===== src/logic/diag_pkg.sv =====
// Constants and types for the input fault diagnostics register bank
package diag_pkg;
    localparam int ADDR_W = 12;
    localparam int DATA_W = 32;
    localparam int MV_W = 16;
    localparam int EVT_W = 12;

    // Register indices; byte address is four times the index
    localparam logic [7:0] IDX_PIN_LIVE = 8'h42;
    localparam logic [7:0] IDX_MON_LIVE = 8'h43;
    localparam logic [7:0] IDX_SCAN = 8'h46;
    localparam logic [7:0] IDX_THRESH = 8'h47;
    localparam logic [7:0] IDX_EVT_STATUS = 8'h50;
    localparam logic [7:0] IDX_EVT_MASK = 8'h51;

    localparam logic [7:0] LIVE_RST = 8'h00;
    localparam logic [7:0] SCAN_RST = 8'h00;
    localparam logic [7:0] THRESH_RST = 8'h37;
    localparam logic [EVT_W-1:0] EVT_RST = 12'h000;

    localparam int SCAN_CH1_BIT = 7;
    localparam int SCAN_CH2_BIT = 6;
    localparam int SCAN_SE_NEG_BIT = 5;
    localparam int SCAN_AC_BIT = 4;
    localparam int THR_TERM_LSB = 4;
    localparam int THR_VBAT_LSB = 0;
    localparam int PIN_OV_LSB = 4;

    localparam logic [MV_W-1:0] THR_STEP_MV = 16'h001E;
    localparam logic [3:0] THR_CFG_LO = 4'hA;
    localparam logic [3:0] THR_CFG_HI = 4'hD;

    typedef struct packed {
        logic ch1_scan_enable;
        logic ch2_scan_enable;
        logic include_single_ended_negative;
        logic include_ac_coupled;
    } scan_cfg_t;

    typedef struct packed {
        logic [3:0] terminal_short_threshold;
        logic [3:0] battery_short_threshold;
    } thresh_cfg_t;

    // Pin over-voltage: ch1 positive, ch1 negative, ch2 positive, ch2 negative
    typedef struct packed {
        logic [3:0] pin_ov;
        logic [7:0] monitor;
    } live_t;
endpackage


===== src/logic/thresh_decode.sv =====
// Threshold code to millivolt decoder, registered
`timescale 1ns/1ns
module thresh_decode #(
    parameter int MV_W = 16
) (
    input wire logic i_clk,
    input wire logic i_rst,
    input wire logic [3:0] i_code,
    input wire logic [MV_W-1:0] i_cfg_mv,
    output logic [MV_W-1:0] o_mv
);
    logic [MV_W-1:0] nxt_mv;

    always_comb
    begin
        if (i_code >= diag_pkg::THR_CFG_LO && i_code <= diag_pkg::THR_CFG_HI)
        begin
            nxt_mv = i_cfg_mv;
        end
        else
        begin
            // Listed codes and the gap 3-9 share one linear step
            nxt_mv = MV_W'(MV_W'(i_code) * diag_pkg::THR_STEP_MV);
        end
    end

    always_ff @(posedge i_clk)
    begin
        if (i_rst)
        begin
            o_mv <= '0;
        end
        else
        begin
            o_mv <= nxt_mv;
        end
    end
endmodule


===== src/logic/input_fault_diag_regs.sv =====
// APB register bank for input fault diagnostics, with event interrupt
`timescale 1ns/1ns
module input_fault_diag_regs (
    input wire logic I_SYS_CLK,
    input wire logic I_RST,
    input wire logic I_PSEL,
    input wire logic I_PENABLE,
    input wire logic I_PWRITE,
    input wire logic [diag_pkg::ADDR_W-1:0] I_PADDR,
    input wire logic [diag_pkg::DATA_W-1:0] I_PWDATA,
    input wire logic [3:0] I_PSTRB,
    output logic [diag_pkg::DATA_W-1:0] O_PRDATA,
    output logic O_PREADY,
    output logic O_PSLVERR,
    input wire logic [3:0] I_PIN_OV,
    input wire logic [7:0] I_MON_FAULT,
    input wire logic [diag_pkg::MV_W-1:0] I_TERM_CFG_MV,
    input wire logic [diag_pkg::MV_W-1:0] I_VBAT_CFG_MV,
    output logic O_CH1_SCAN_EN,
    output logic O_CH2_SCAN_EN,
    output logic O_INCL_SE_NEG,
    output logic O_INCL_AC,
    output logic [diag_pkg::MV_W-1:0] O_TERM_SHORT_MV,
    output logic [diag_pkg::MV_W-1:0] O_VBAT_SHORT_MV,
    output logic O_IRQ
);
    localparam int EW = diag_pkg::EVT_W;

    diag_pkg::live_t live_ff;
    diag_pkg::live_t live_in;
    diag_pkg::scan_cfg_t scan_ff;
    diag_pkg::thresh_cfg_t thresh_ff;
    logic [EW-1:0] status_ff;
    logic [EW-1:0] mask_ff;
    logic [EW-1:0] events;
    logic [EW-1:0] clr_bits;
    logic ready_ff;
    logic [diag_pkg::DATA_W-1:0] prdata_ff;
    logic pslverr_ff;
    logic access;
    logic xfer;
    logic wr_en;
    logic addr_ok;
    logic [7:0] reg_idx;
    logic [diag_pkg::DATA_W-1:0] rd_data;
    logic rd_err;

    // Bus decode
    assign access = I_PSEL && I_PENABLE;
    // One wait state: data is looked up in the first access cycle
    assign xfer = access && ready_ff;
    assign addr_ok = (I_PADDR[1:0] == 2'h0) && (I_PADDR[11:10] == 2'h0);
    assign reg_idx = I_PADDR[9:2];
    // Only the low byte lane strobe enables a write; other strobes are ignored
    assign wr_en = xfer && I_PWRITE && I_PSTRB[0] && addr_ok;

    always_ff @(posedge I_SYS_CLK)
    begin
        if (I_RST)
        begin
            ready_ff <= 1'b0;
        end
        else
        begin
            ready_ff <= access && !ready_ff;
        end
    end

    always_comb
    begin
        rd_data = '0;
        rd_err = 1'b0;
        if (!addr_ok)
        begin
            rd_err = 1'b1;
        end
        else
        begin
            case (reg_idx)
                diag_pkg::IDX_PIN_LIVE:
                begin
                    // Low nibble reserved, reads zero
                    rd_data[7:4] = live_ff.pin_ov;
                end
                diag_pkg::IDX_MON_LIVE:
                begin
                    rd_data[7:0] = live_ff.monitor;
                end
                diag_pkg::IDX_SCAN:
                begin
                    rd_data[7:4] = scan_ff;
                end
                diag_pkg::IDX_THRESH:
                begin
                    rd_data[7:0] = thresh_ff;
                end
                diag_pkg::IDX_EVT_STATUS:
                begin
                    rd_data[EW-1:0] = status_ff;
                end
                diag_pkg::IDX_EVT_MASK:
                begin
                    rd_data[EW-1:0] = mask_ff;
                end
                default:
                begin
                    rd_err = 1'b1;
                end
            endcase
        end
    end

    always_ff @(posedge I_SYS_CLK)
    begin
        if (I_RST)
        begin
            prdata_ff <= '0;
            pslverr_ff <= 1'b0;
        end
        else if (access && !ready_ff)
        begin
            prdata_ff <= I_PWRITE ? '0 : rd_data;
            pslverr_ff <= rd_err;
        end
    end

    assign O_PREADY = ready_ff;
    assign O_PRDATA = prdata_ff;
    assign O_PSLVERR = pslverr_ff && ready_ff;

    // Live readback: sampled each cycle, bus writes never reach it
    assign live_in.pin_ov = I_PIN_OV;
    assign live_in.monitor = I_MON_FAULT;

    always_ff @(posedge I_SYS_CLK)
    begin
        if (I_RST)
        begin
            live_ff <= {diag_pkg::LIVE_RST[3:0], diag_pkg::LIVE_RST};
        end
        else
        begin
            live_ff <= live_in;
        end
    end

    // Configuration registers
    always_ff @(posedge I_SYS_CLK)
    begin
        if (I_RST)
        begin
            scan_ff <= diag_pkg::SCAN_RST[7:4];
        end
        else if (wr_en && reg_idx == diag_pkg::IDX_SCAN)
        begin
            // Reserved low nibble is not stored
            scan_ff <= I_PWDATA[7:4];
        end
    end

    always_ff @(posedge I_SYS_CLK)
    begin
        if (I_RST)
        begin
            thresh_ff <= diag_pkg::THRESH_RST;
        end
        else if (wr_en && reg_idx == diag_pkg::IDX_THRESH)
        begin
            thresh_ff <= I_PWDATA[7:0];
        end
    end

    assign O_CH1_SCAN_EN = scan_ff.ch1_scan_enable;
    assign O_CH2_SCAN_EN = scan_ff.ch2_scan_enable;
    assign O_INCL_SE_NEG = scan_ff.include_single_ended_negative;
    assign O_INCL_AC = scan_ff.include_ac_coupled;

    thresh_decode #(
        .MV_W(diag_pkg::MV_W)
    ) u_term_decode (
        .i_clk(I_SYS_CLK),
        .i_rst(I_RST),
        .i_code(thresh_ff.terminal_short_threshold),
        .i_cfg_mv(I_TERM_CFG_MV),
        .o_mv(O_TERM_SHORT_MV)
    );

    thresh_decode #(
        .MV_W(diag_pkg::MV_W)
    ) u_vbat_decode (
        .i_clk(I_SYS_CLK),
        .i_rst(I_RST),
        .i_code(thresh_ff.battery_short_threshold),
        .i_cfg_mv(I_VBAT_CFG_MV),
        .o_mv(O_VBAT_SHORT_MV)
    );

    // Event capture: a rising live bit latches until written one
    assign events = live_in & ~live_ff;
    assign clr_bits = (wr_en && reg_idx == diag_pkg::IDX_EVT_STATUS) ?
        I_PWDATA[EW-1:0] : '0;

    always_ff @(posedge I_SYS_CLK)
    begin
        if (I_RST)
        begin
            status_ff <= diag_pkg::EVT_RST;
        end
        else
        begin
            // Set beats clear so a same-cycle event is kept
            status_ff <= (status_ff & ~clr_bits) | events;
        end
    end

    always_ff @(posedge I_SYS_CLK)
    begin
        if (I_RST)
        begin
            mask_ff <= diag_pkg::EVT_RST;
        end
        else if (wr_en && reg_idx == diag_pkg::IDX_EVT_MASK)
        begin
            mask_ff <= I_PWDATA[EW-1:0];
        end
    end

    assign O_IRQ = |(status_ff & mask_ff);
endmodule


===== config.mk =====
export PLATFORM = sky130hd
export DESIGN_NAME = input_fault_diag_regs
export DESIGN_NICKNAME = d
export VERILOG_FILES = /design/src/logic/diag_pkg.sv /design/src/logic/thresh_decode.sv /design/src/logic/input_fault_diag_regs.sv
export SDC_FILE = /design/constraint.sdc
export NUM_CORES = 1
export LEC_CHECK = 0
export ABC_AREA = 1
export BUFFER_PORTS_ARGS = -buffer_cell sky130_fd_sc_hd__buf_2
export CAP_MARGIN = 15
export CORE_MARGIN = 2
export CORE_UTILIZATION = 30
export DETAILED_ROUTE_END_ITERATION = 16
export PLACE_DENSITY = 0.62
export SETUP_SLACK_MARGIN = 0.1
export SYNTH_ARGS = -nofsm -noshare
export SYNTH_HDL_FRONTEND = slang
export SYNTH_SLANG_ARGS = --single-unit
export TNS_END_PERCENT = 1

===== constraint.sdc =====
create_clock -name I_SYS_CLK -period 3.32 [get_ports I_SYS_CLK]
set_clock_uncertainty 0.1 [all_clocks]
set_input_delay 0.498 -clock I_SYS_CLK [delete_from_list [all_inputs] [get_ports I_SYS_CLK]]
set_output_delay 0.498 -clock I_SYS_CLK [all_outputs]
set_load 0.01 [all_outputs]

==> results.md <==
| Group | Item | Value |
|---|---|---|
| pwr | Power density over the cells | 403.3 mW/mm² |
| clocking | Number of buffers created by CTS | 9 |
| yosys | Post-synth EDFFs | 0 |
| floorplanning | Initial core utilization | 0.3060 |
| floorplanning | Die area | 0.01718 mm² |
| clocking | Hold Buf Count CTS | 0 |
| worst setup path | Critical Path Source Type | flip-flop |
| timing | Total negative setup slack | 0 ns |
| global route | Antenna violations before repair | 0 |
| clocking | Root cell of the clock tree | sky130_fd_sc_hd__clkbuf_16 |
| clocking | Clock tree from TritonCTS | done |
| floorplanning | I/O pin count | 168 |
| worst setup path | Critical-path maximum fanout | 7 |
| global route | First-pass GRT wire length | 19.81 mm |
| placement | Final weighted congestion in routability-driven placement | 0.8308 |
| yosys | Prevailing post-synth register cell | sky130_fd_sc_hd__dfxtp_1 |
| timing | Final setup violation count | 0 |
| global route | Via count of the first global-routing pass | 4054 |
| yosys | Share of synthesized flip-flops with an asynchronous set or reset | 0 |
| worst setup path | CP Capture Type | flip-flop |
| final layout | Layout Cells excl Fill | 982 |
| worst hold path | Min-Delay Path Class | in -> reg |
| clocking | Number of setup buffers added after CTS | 0 |
| drt | Routed via count divided by cell count | 4.450 |
| clocking | Clock transition at the registers of the reported paths | 0.07 ns |
| worst setup path | Count of cells along the worst register-to-register path | 8 |
| worst hold path | Worst hold path cell count | 3 |
| drt | Routed wire length | 12.38 mm |
| floorplanning | Core ar. | 0.01583 mm² |
| timing | Clock period minus final worst setup slack | 2.766 ns |
| worst setup path | Slowest cell on crit path | sky130_fd_sc_hd__fa_1 |
| yosys | Netlist Area Pre-Place | 0.004843 mm² |
| worst setup path | CP arrival | 2.89 ns |
| status | Run status | finished, final reports clean |
| yosys | Distinct cells, synth | 34 |
| final layout | Combined flip-flop and latch cell area | 0.001882 mm² |
| clocking | Clock Sink Count | 94 |
| floorplanning | Die X-Extent | 131.1 µm |
| timing | Total count of hold-check failures in the final report | 0 |
| yosys | Proportion of synthesized chip area in sequential cells | 0.3885 |
| yosys | Yosys warning total | 0 |
| worst setup path | Crit Path Class | reg -> reg |
| final layout | Area taken by multi-input logic gates | 0.002477 mm² |
| global route | Largest net degree at the start of global routing | 34 |
| clocking | Buffer depth of the longest clock path | 2 |
| yosys | Share of the synthesized area in the top cell type | 0.3885 |
| final layout | # nets final | 900 |
| yosys | Cell types with the largest area share after synthesis | sky130_fd_sc_hd__dfxtp_1 39%, sky130_fd_sc_hd__nand2_1 10%, sky130_fd_sc_hd__ha_1 8.3% |
| timing | RSZ-0062 raised after global routing | no |
| clocking | Post-CTS resize count | 0 |
| global route | GRT Residual Overflow | 0 |
| floorplanning | Std-Cell Rows | 46 |
| drt | Final routed DRC violation total | 0 |
| timing | Slew Limit Fails | 0 |
| yosys | Synth cell count leaders | 132 x sky130_fd_sc_hd__nand2_1, 94 x sky130_fd_sc_hd__dfxtp_1, 80 x sky130_fd_sc_hd__nand3_1 |
| timing | Achievable Freq | 0.3615 GHz |
| drt | Antenna violation net count after detailed routing | 0 |
| yosys | Mapped Avg Cell Area | 7.592 µm² |
| drt | TritonRoute pass-1 iters | 5 |
| worst setup path | Cell occurring most often along the worst timing path | sky130_fd_sc_hd__fa_1 |
| floorplanning | Die Ht | 131.1 µm |
| placement | Estimated wirelength of the detail-placed design | 9.615 mm |
| pwr | Max IR drop VDD | 0.2484 mV |
| yosys | Flip-flop and latch count after synthesis | 94 |
| yosys | Library cell with the highest instance count after synthesis | sky130_fd_sc_hd__nand2_1 |
| drt | Detailed Route Iter0 Violations | 190 |
| drt | Via total after detailed routing | 4370 |
| placement | Count of input and output buffers | 124 |
| timing | Post-route fraction of the period consumed by the critical path | 0.8332 |
| drt | Final routed wire length divided by cell count | 12.60 µm |
| yosys | Dominant cell type by area after synthesis | sky130_fd_sc_hd__dfxtp_1 |
| worst setup path | Cell-by-cell trace of the critical path | fa_1 -> fa_1 -> inv_1 -> fa_1 -> o21ai_0 -> a21oi_1 -> xor2_1 -> a21oi_1 |
| worst setup path | Required arrival time at the worst endpoint | 3.44 ns |
| final layout | Relative area change from synthesis to final layout | 22.53% |
| yosys | Count of mapped cells out of synthesis | 638 |
| clocking | Clock latency on the worst-skew pair | 0.34 ns |
| final layout | Diodes inserted | 0 |
| global route | Global router's overall resource usage | 0.1481 |
| final layout | Number of filler instances in the final layout | 1714 |
| clocking | Number of levels the H-tree was split into | 3 |
| timing | Least-Margin Pin Slew | 0.6086 ns |
| job | Max-capacitance violation count | 0 |
| worst setup path | Slowest stage delay, CP | 0.53 ns |
| final layout | Proportion of layout cells with a drive suffix above 1 | 0.2089 |
| placement | Placed instance count | 966 |
| timing | Max-slew headroom at the worst pin | 0.5929 |
| pwr | Leakage dissipation | 3.019 nW |
[critical path: cells and delay by family (launching register included)]
kind	cells	cell delay, ns
AO/OA/AOI/OAI	3	0.39
XOR/XNOR	1	0.16
adder cells (fa/ha/maj)	3	1.45
buffers and inverters	1	0.06
flip-flops	1	0.50
[sequential cells by signal, summed over array words and instances (netlist names)]
register and cells:
status_ff 12, O_INCL_AC 1, O_PRDATA 12, O_CH1_SCAN_EN 1
u_term_decode.o_mv 16, O_INCL_SE_NEG 1, thresh_ff 8, O_CH2_SCAN_EN 1
u_vbat_decode.o_mv 16, mask_ff 12, pslverr_ff 1, O_PREADY 1
live_ff 12
[area by class of cell]
class,instances,share of cell area
inverter,82,0.05187
sequential,94,0.3171
clock inverter,5,0.009488
timing repair buffer,133,0.1160
tap,216,0.04554
clock buffer,11,0.04259
multi-input combinational,441,0.4175
[kinds of logic (layout without fill, tap and decap cells)]
family,after synthesis,count (layout),share of synthesized area
fa+ha+maj,42,42,0.1240
other cells,1,20,0.0007743
xor+xnor,6,6,0.01085
buf+inv,122,231,0.1147
flops,94,94,0.3885
simple gates,278,278,0.2519
compound gates,95,95,0.1093
[path summary, 6_finish.rpt]
check / startpoint / end / slack (ns)
worst max register to register: thresh_ff[2] / u_vbat_decode.o_mv[7] / 0.55
worst min-delay path: I_MON_FAULT[5] / live_ff[5] / 0.25
worst max-delay path: thresh_ff[2] / u_vbat_decode.o_mv[7] / 0.55
worst min register to register: live_ff[3] / status_ff[3] / 0.35
[cell usage in the layout, fill, tap and decap left out, drive strengths merged]
| master | n |
|---|---|
| dfxtp | 94 |
| clkbuf | 11 |
| nand3 | 80 |
| clkinvlp | 1 |
| nor3 | 4 |
| ha | 32 |
| o21bai | 2 |
| clkinv | 2 |
| and2 | 1 |
| a21oi | 40 |
| nand2 | 134 |
| xnor2 | 1 |
| a221oi | 3 |
| fa | 10 |
| a22oi | 1 |
| o21ai | 35 |
| nand4 | 8 |
| or3 | 2 |
| o2111ai | 1 |
| xor2 | 5 |
| nor2 | 49 |
| a31oi | 4 |
| bufinv | 1 |
| o211ai | 5 |
| inv | 83 |
| conb | 20 |
| buf | 133 |
| a21o | 1 |
| a22o | 3 |
[where the power goes]
| group | total (mW) | internal [mW] | switching [mW] |
|---|---|---|---|
| combinational | 0.151 | 0.0564 | 0.0941 |
| sequential | 1.18 | 1.16 | 0.0192 |
| clock | 1.07 | 0.625 | 0.442 |
| total | 2.39 | 1.84 | 0.555 |
[layer usage]
layer	wire length [µm]	share of wire	vias to the layer above	GRT usage
li1	-	-	2278	-
met1	5560	0.45	1973	0.1858
met2	5896	0.48	105	0.2484
met3	699	0.056	14	0.03450
met4	221	0.018	0	0.05444
met5	0	0	-	0
[per-stage QoR]
stage	hold WS, ns	power, mW	worst slack [ns]	instance area (µm²)	util
after detailed placement	0.3237	1.353	0.5149	5625	0.3554
after CTS	0.2435	2.420	0.5172	5934	0.3749
after floorplan	0.3125	1.289	0.7980	4915	-
final	0.2546	2.393	0.5537	5934	0.3749
after global routing	0.2508	2.490	0.3802	5934	0.3749
after global placement	0.3324	1.350	0.5695	5625	0.3554
Note: power is estimated with default switching activity, not from simulation.
